`config.mk`:
```
export PLATFORM = sky130hd
export DESIGN_NAME = mscr_status_control
export DESIGN_NICKNAME = d
export VERILOG_FILES = /design/src/mscr_status_control.v
export VERILOG_INCLUDE_DIRS = /design/src /design/src/pkg
export SDC_FILE = /design/constraint.sdc
export NUM_CORES = 1
export LEC_CHECK = 0
export BUFFER_PORTS_ARGS = -buffer_cell sky130_fd_sc_hd__buf_2
export CAP_MARGIN = 20
export CORE_ASPECT_RATIO = 0.6
export CORE_MARGIN = 4
export CORE_UTILIZATION = 55
export CTS_CLUSTER_DIAMETER = 30
export DETAILED_ROUTE_END_ITERATION = 7
export PLACE_DENSITY = 0.79
export SETUP_SLACK_MARGIN = 0.15
export SLEW_MARGIN = 10
export SYNTH_ARGS = -nofsm -noshare
export SYNTH_HDL_FRONTEND = slang
export SYNTH_SLANG_ARGS = --single-unit
export TNS_END_PERCENT = 20
```
`constraint.sdc`:
```
create_clock -name clock -period 4.9 [get_ports clock]
set_input_delay 0.98 -clock clock [delete_from_list [all_inputs] [get_ports clock]]
set_output_delay 0.98 -clock clock [all_outputs]
set_load 0.03 [all_outputs]
```
`src/pkg/mscr_defines.vh`:
```
// constants for the module status/control register block
// assumes a serial-bus engine presents byte reads and writes by offset
// Function
// - volatile 8-bit status/control register at offset 6Eh, bit 7 reserved
// - page-one view bit 6 is channel-a software transmit disable, default 0
// - while set, low loss and power alarms do not latch after clearing
// - effect held the settling time after clearing, timer reloaded while set
// - page-two view bit 6 is channel-b disable, same behaviour as channel a
// - bit 5 read-only, mirrors the general input pin, shared by both pages
// - bit 4 read-only, mirrors the rate-select input pin, shared
// - bit 3 writable rate-select control, default 0, ORed onto rate output
// - bit 2 read-only, reflects the driven fault output level
// - bit 1 per page shows loss pin or fast low compare, by source select
// - bit 0 reads 1 while supply below trip level or too low for bus
// - at power-on bits 6 and 3 clear, others follow their sources
// - disable and loss bits per page; other bits shared between pages
// - fast low compare 1 when last compare below threshold, disable ignored
`ifndef MSCR_DEFINES_VH
`define MSCR_DEFINES_VH
`define MSCR_ADDR 8'h6e
`define MSCR_BIT_TXDIS 6
`define MSCR_BIT_GPIN 5
`define MSCR_BIT_RATE_SELECT_PIN_STATUS 4
`define MSCR_BIT_RATE_SELECT_SW_CONTROL 3
`define MSCR_BIT_FAULT 2
`define MSCR_BIT_RXL 1
`define MSCR_BIT_SUPPLY_NOT_READY 0
`define MSCR_HOLD_US 500
`define MSCR_CLK_MHZ 40
`define MSCR_HOLD_CYC (`MSCR_HOLD_US * `MSCR_CLK_MHZ)
`endif

```
`src/mscr_status_control.v`:
```
// status/control register at 6Eh with two page views
// assumes bus engine gives one-cycle write strobes and samples read data
`timescale 1ns/100ps
`default_nettype none
`include "mscr_defines.vh"
module mscr_status_control #(
  parameter HOLD_CYC = `MSCR_HOLD_CYC,
  parameter CNT_W = 16
) (
  input wire clock,
  input wire rst_n,
  input wire [7:0] busAddr,
  input wire pageSel,
  input wire busWrite,
  input wire [7:0] busWrData,
  output reg [7:0] busRdData,
  input wire generalInputPin,
  input wire rateSelectInputPin,
  input wire faultOutputLevel,
  input wire signalLossPinChA,
  input wire signalLossPinChB,
  input wire fastLowCompareChA,
  input wire fastLowCompareChB,
  input wire lossSourceSelect,
  input wire supplyNotReady,
  output wire rateSelectOutputPin,
  output wire alarmLatchInhibit
);
  reg swTxDisableChA_reg;
  reg swTxDisableChB_reg;
  reg rateSelectSwControl_reg;
  reg [CNT_W-1:0] holdA_reg;
  reg [CNT_W-1:0] holdB_reg;
  wire hit;
  wire rxLoss;
  localparam [CNT_W-1:0] HOLD_LOAD = HOLD_CYC[CNT_W-1:0];

  assign hit = (busAddr == `MSCR_ADDR);
  // page select: 0 = first receiver page, 1 = second
  assign rxLoss = pageSel ?
    (lossSourceSelect ? fastLowCompareChB : signalLossPinChB) :
    (lossSourceSelect ? fastLowCompareChA : signalLossPinChA);

  always @(posedge clock or negedge rst_n)
  begin
    if (!rst_n)
    begin
      swTxDisableChA_reg <= 1'b0;
      swTxDisableChB_reg <= 1'b0;
      rateSelectSwControl_reg <= 1'b0;
    end
    else if (busWrite && hit)
    begin
      // only bits 6 and 3 are writable
      if (pageSel)
        swTxDisableChB_reg <= busWrData[`MSCR_BIT_TXDIS];
      else
        swTxDisableChA_reg <= busWrData[`MSCR_BIT_TXDIS];
      rateSelectSwControl_reg <= busWrData[`MSCR_BIT_RATE_SELECT_SW_CONTROL];
    end
  end

  // hold timers restart while bit set, run down after clearing
  always @(posedge clock or negedge rst_n)
  begin
    if (!rst_n)
    begin
      holdA_reg <= {CNT_W{1'b0}};
      holdB_reg <= {CNT_W{1'b0}};
    end
    else
    begin
      if (swTxDisableChA_reg)
        holdA_reg <= HOLD_LOAD;
      else if (holdA_reg != {CNT_W{1'b0}})
        holdA_reg <= holdA_reg - 1'b1;
      if (swTxDisableChB_reg)
        holdB_reg <= HOLD_LOAD;
      else if (holdB_reg != {CNT_W{1'b0}})
        holdB_reg <= holdB_reg - 1'b1;
    end
  end

  assign alarmLatchInhibit = swTxDisableChA_reg | swTxDisableChB_reg |
    (holdA_reg != {CNT_W{1'b0}}) | (holdB_reg != {CNT_W{1'b0}});
  assign rateSelectOutputPin = rateSelectSwControl_reg |
    rateSelectInputPin;

  always @(posedge clock or negedge rst_n)
  begin
    if (!rst_n)
      busRdData <= 8'h00;
    else if (hit)
    begin
      busRdData[7] <= 1'b0;
      busRdData[`MSCR_BIT_TXDIS] <= pageSel ? swTxDisableChB_reg :
        swTxDisableChA_reg;
      busRdData[`MSCR_BIT_GPIN] <= generalInputPin;
      busRdData[`MSCR_BIT_RATE_SELECT_PIN_STATUS] <= rateSelectInputPin;
      busRdData[`MSCR_BIT_RATE_SELECT_SW_CONTROL] <= rateSelectSwControl_reg;
      busRdData[`MSCR_BIT_FAULT] <= faultOutputLevel;
      busRdData[`MSCR_BIT_RXL] <= rxLoss;
      busRdData[`MSCR_BIT_SUPPLY_NOT_READY] <= supplyNotReady;
    end
    else
      busRdData <= 8'h00;
  end
endmodule
`default_nettype wire

```
==> results of run 1 <==
==> how the worst max path moves through the flow <==
| stage | start | endpoint | cells past startpoint |
|---|---|---|---|
| 3_5_place_dp | holdA_reg[0] | alarmLatchInhibit | 7 |
| 6_report | holdA_reg[0] | alarmLatchInhibit | 7 |
| 4_1_cts | holdA_reg[0] | alarmLatchInhibit | 7 |
| 5_1_grt | holdA_reg[0] | alarmLatchInhibit | 7 |
| 2_1_floorplan | holdA_reg[0] | alarmLatchInhibit | 7 |
| 3_3_place_gp | holdA_reg[0] | alarmLatchInhibit | 7 |
==> routing by layer <==
metal	global-route usage	routed length, um	up-vias
met1	0.2929	2428	872
met3	0.05837	389	6
met2	0.2708	1877	71
met5	0	0	-
met4	0.04077	31	0
li1	-	-	905
==> worst max-delay path, stage by stage (launching register included) <==
cell	delay, ns
dfrtp_1	0.42
inv_1	0.07
ha_1	0.24
or4b_4	0.53
or4_1	0.68
nor3_1	0.24
nand2_1	0.07
buf_2	0.18
==> power groups by stage <==
| stage | Sequential (W) | Combinational, W | Clock (W) |
|---|---|---|---|
| after CTS | 0.000628 | 0.000434 | 0.000282 |
| after global placement | 0.000627 | 0.000408 | 0 |
| after global routing | 0.000656 | 0.000493 | 0.000301 |
| after detailed placement | 0.000633 | 0.000430 | 0 |
| final | 0.000631 | 0.000434 | 0.000278 |
| after floorplan | 0.000584 | 0.000358 | 0 |
==> placed cells by master (no fill, tap or decap), drive strengths merged, types with 3 or more instances in the layout <==
| master | n |
|---|---|
| or4b | 3 |
| nand3 | 5 |
| clkbuf | 6 |
| and2 | 7 |
| mux2i | 7 |
| a21oi | 13 |
| nor4 | 7 |
| nand2b | 4 |
| mux2 | 10 |
| or4 | 11 |
| nor3 | 13 |
| buf | 31 |
| o31ai | 3 |
| o21ai | 10 |
| inv | 8 |
| dfrtp | 42 |
| nor2b | 10 |
| nand2 | 9 |
| or3 | 7 |
| nor2 | 28 |
==> layout make-up <==
| class | count | share of cell area |
|---|---|---|
| multi-input cells | 173 | 0.4499 |
| flip-flops and latches | 42 | 0.4108 |
| repair buffers | 31 | 0.06064 |
| clock buffers | 6 | 0.03227 |
| well taps | 47 | 0.02298 |
| clock inverters | 1 | 0.01174 |
| inverters | 8 | 0.01174 |
==> kinds of logic after synthesis <==
family | synth area share
other | 0.001655
buffers and inverters | 0.02817
adders and majority gates | 0.01104
AOI/OAI and AO/OA | 0.1193
muxes | 0.09056
and+or+nand+nor | 0.2816
DFF | 0.4638
xor gates and xnor gates | 0.003866
==> metrics by stage <==
stage	power [W]	worst slack, ns
CTS	0.001343	1.202
detailed placement	0.001063	1.522
global placement	0.001035	1.539
finish	0.001343	1.200
global route	0.001449	1.053
floorplan	0.0009413	1.718
==> flow_summary.toml, run 1 <==
[outcome]
outcome = "finished, final reports clean"

[cts]
cts_hold_repair.buffers = 0
clkLatencyLatePin_ns = 0.29
cts_num_sinks = 42
cts.repair.resized = 0
ctsHtreeMaxLevel = 2
clk_transition_reported_paths_ns = 0.07
cts-buffers-inserted = 5
ctsLongestPathBuffers = 2
cts.root.buffer_cell = "clkbuf_8"
postCtsSetupBuffers = 0
clock_tree_from_tritoncts = "done"

[sta]
tightestPinTransition_ns = 0.9028
finalSetupViolations = 0
max_fclk_mhz = 270.2
finalMaxSlewViolations = 0
finalWorstPathRequiredPeriod_ns = 3.700
slew_headroom = 0.3981
rsz0062_at_grt = "no"
skew_final_ns = 0.008336
post_route_setup_tns_ns = 0
timing.final.crit_share = 0.7552
hold_violations = 0
worst_hold_slack_ns = 0.5182

[pwr]
cellLeakagePower_nw = 1.097
internal_power_w = 0.0008496
netSwitchingPower_w = 0.0004931
p_comb_frac = 0.323
power_frac_seq = 0.470
power.switching_fraction = 0.3672
power.clock.fraction = 0.207
max-vdd-ir-drop_mv = 0.2209
areal_power_density_over_the_cells_mw_per_mm2 = 524.8

[worst_setup_path]
regToRegStartpoint = "holdB_reg[0]"
crit_fanout = 6
cp-start-kind = "register"
timing.critical_path.required_ns = 3.92
end_kind = "output port"
worstSetupPathType = "reg -> out"
ff2ff_path_depth = 6
worst_r2r_endpoint = "holdB_reg[2]"
regToRegSetupSlack_ns = 2.34
cp_data_arrival_time_ns = 2.72

[final_layout]
fin_area_mm2 = 0.002559
postLayoutCoreUtil = 0.6720
antenna_cells_inserted = 0
drive_gt1_frac = 0.2261
multi_input_area_mm2 = 0.001151
fillerInstances = 295
areaGrowthSynthToFinish_pct = 12.92
nets = 292
layout.area.seq_mm2 = 0.001051
finalNonFillerCells = 308

[placed_design]
place.gp.congestion = 0.8255
numPortBuffers = 31
dp.cells = 301
post-dp-hpwl_mm = 3.444
post_dp_cell_area_mm2 = 0.002446

[hold_path]
worst_hold_startpoint = "rateSelectSwControl_reg"
hold-path-endpoint = "busRdData[3]"
hold_path_depth = 1
holdCritPathClass = "reg -> reg"

[synthesis]
synth_nets = 262
synth_largest_type_area_fraction = 0.4638
mean_cell_area_of_the_mapped_netlist_um2 = 9.809
synth.most_common_cell = "dfrtp_1"
post_synth_edffs = 0
mapped_cells = 231
synth_async_sr_flop_share = 1.000
synth_commonest_cells = "42 x dfrtp_1, 28 x nor2_1, 13 x a21oi_1, 12 x nor3_1"
synth.lib_cells_used.distinct = 47
ys.flop_type = "dfrtp_1"
seq_area_frac_synth = 0.4638
netlist_area_before_placement_mm2 = 0.002266
synth_top_area_cells = "dfrtp_1 46%, mux2_2 5.0%, nor2_1 4.6%, mux2i_1 3.1%, or4_1 3.0%"
ff_latch_count_synth = 42
synth.largest_area_cell = "dfrtp_1"
synthesis.yosys.warnings = 0

[global_routing]
antenna_found_initial = 0
grt_pass1_vias = 1668
maximum_number_of_pins_on_one_net_before_global_route_repair = 43
grt_first_pass_wirelength_mm = 8.107
grt_util_all_layers = 0.1928
total_gr_overflow = 0

[floorplanning]
die_w_um = 90.87
top_level_ports = 39
num_rows = 17
die_area_mm2 = 0.005245
design.core.area_mm2 = 0.003807
initial_core_util = 0.5951
die_h_um = 57.72

[routing]
dr_total_vias = 1854
ant_nets = 0
wirelength_mm = 4.728
drc = 0
first_pass_iters = 5
post_drt_via_cell_ratio = 6.019
first_iter_violations = 138
wl_per_cell_um = 15.35

[job]
drv_cap = 0
Power figures use the tool's default switching activity.
==> inputs of run 2 (changes only) <==
Settings changed: CORE_UTILIZATION 55 to 50, PLACE_DENSITY 0.79 to 0.76.
Clock period 4.9 ns to 3.4 ns, I/O delays scaled along.
==> run 2 against run 1 <==
Net effect:
- sequential share of layout area is 0.34 points lower
- clock skew is 0.0029 ns lower
- worst hold slack better by 0.0047 ns
- setup slack got worse by 0.96 ns
- die area up 8.8%
- largest cell class unchanged
- largest power group unchanged
- critical endpoint unchanged
==> flow_summary.toml, run 2 (synthesis gave the netlist of run 1 again) <==
[worst_setup_path]
path_cells = "inv_1 -> ha_1 -> or4b_4 -> or4_4 -> nor3_1 -> nand2_1 -> buf_2"
critical-path-max-stage-delay_ns = 0.53
end_kind = "output port"
crit_fanout = 6
cp_data_arrival_time_ns = 2.48
timing.critical_path.required_ns = 2.72
cp-start-kind = "register"
cp_slowest_cell = "or4b_4"
worstSetupPathType = "reg -> out"

[final_layout]
antenna_cells_inserted = 0
drive_gt1_frac = 0.2424
areaGrowthSynthToFinish_pct = 13.86
nets = 294
layout.cells.most_common_list = "42 x dfrtp_1, 31 x buf_2, 28 x nor2_1"
layout.cells.most_common = "dfrtp_1"

[cts]
postCtsSetupBuffers = 0
ctsLongestPathBuffers = 2
ctsHtreeMaxLevel = 2
clkLatencyLatePin_ns = 0.29
cts-buffers-inserted = 5
cts_num_sinks = 42
cts.root.buffer_cell = "clkbuf_8"
clk_transition_reported_paths_ns = 0.08
clock_tree_from_tritoncts = "done"

[routing]
wirelength_met1_mm = 2.460
detailroute.wirelength.met2_mm = 1.863
first_pass_iters = 5
first_iter_violations = 170
drc = 0
wl_per_cell_um = 14.59
met3_wirelength_um = 362
ant_nets = 0
dr_total_vias = 1860
post_drt_via_cell_ratio = 5.741
wirelength_mm = 4.728
highest_layer = "met4"

[pwr]
power.clock.fraction = 0.177
areal_power_density_over_the_cells_mw_per_mm2 = 725.9
internal_power_w = 0.001157
cellLeakagePower_nw = 1.104
netSwitchingPower_w = 0.0007159
max-vdd-ir-drop_mv = 0.3655
total_power_w = 0.001873
p_comb_frac = 0.340
power.switching_fraction = 0.3823
power_frac_seq = 0.484

[floorplanning]
die_h_um = 60.15
top_level_ports = 39
die_area_mm2 = 0.005708
design.core.area_mm2 = 0.004234
num_rows = 18
die_w_um = 94.91
initial_core_util = 0.5352

[sta]
post_route_setup_tns_ns = 0
finalWorstPathRequiredPeriod_ns = 3.158
postLayoutSetupSlackWorst_ns = 0.2418
slew_headroom = 0.3833
max_fclk_mhz = 316.6
hold_violations = 0
worst_hold_slack_ns = 0.5229
finalSetupViolations = 0
skew_final_ns = 0.005422
rsz0062_at_grt = "no"
tightestPinTransition_ns = 0.9250
finalMaxSlewViolations = 0
timing.final.crit_share = 0.9289

[job]
drv_cap = 0

[global_routing]
antenna_found_initial = 0
total_gr_overflow = 0
grt_pass1_vias = 1744
grt_util_all_layers = 0.1844
maximum_number_of_pins_on_one_net_before_global_route_repair = 43
grt_first_pass_wirelength_mm = 8.086

[placed_design]
detailedPlace.worstSlack_ns = 0.3352
place.gp.congestion = 0.8383
post-dp-hpwl_mm = 3.408
numPortBuffers = 31

[hold_path]
holdCritPathClass = "in -> async"

[outcome]
outcome = "finished, final reports clean"
==> run 2: per-stage QoR <==
step,util,instance area (um^2),instances
2_1_floorplan,-,2266,231
6_report,0.6093,2580,324
3_3_place_gp,0.5851,2477,316
3_5_place_dp,0.5851,2477,316
5_1_grt,0.6093,2580,324
4_1_cts,0.6076,2572,324
==> run 2: path summary, 6_finish.rpt <==
path / start / to / slack, ns / cells after the start
setup / recovery: holdA_reg[0] / alarmLatchInhibit / 0.24 / 7
hold / removal: rst_n / busRdData[2] / 0.52 / 1
setup reg to reg: holdB_reg[0] / holdB_reg[12] / 1.00 / 6
hold reg to reg: rateSelectSwControl_reg / busRdData[3] / 0.53 / 1
max in group asynchronous: rst_n / holdB_reg[4] / 2.30 / 1
min in group clock: rateSelectSwControl_reg / busRdData[3] / 0.53 / 1
==> run 2: layout make-up <==
| cell class | instances | area (um^2) |
|---|---|---|
| timing repair buffer | 33 | 170.2 |
| clock buffer | 7 | 86.33 |
| fill | 369 | 1654 |
| inverter | 8 | 30.03 |
| sequential | 42 | 1051 |
| tap | 60 | 75.07 |
| multi-input combinational | 173 | 1162 |
| clock inverter | 1 | 5.005 |
==> run 2: power by group through the flow <==
stage	combinational, W	sequential, W	clock, W
finish	0.000636	0.000906	0.000331
global route	0.000719	0.000945	0.000362
CTS	0.000631	0.000897	0.000339
detailed placement	0.000621	0.000907	0
global placement	0.000596	0.000900	0
floorplan	0.000516	0.000841	0
==> run 2: critical path, delay by kind of cell, from the launching register on <==
kind | cells | cell delay (ns)
DFF | 1 | 0.43
and+or+nand+nor | 4 | 1.29
buffers and inverters | 2 | 0.26
adders and majority gates | 1 | 0.22
==> run 2: layer usage <==
metal | GRT usage | up-vias
met3 | 0.05031 | 7
met1 | 0.2858 | 860
met4 | 0.04928 | 0
li1 | - | 917
met2 | 0.2495 | 76
met5 | 0 | -
==> run 2: what timing repair did <==
item,in CTS,in global routing
hold buffers,0,0
pin swaps,1,0
setup endpoints to repair,1,1
resized for setup,1,2
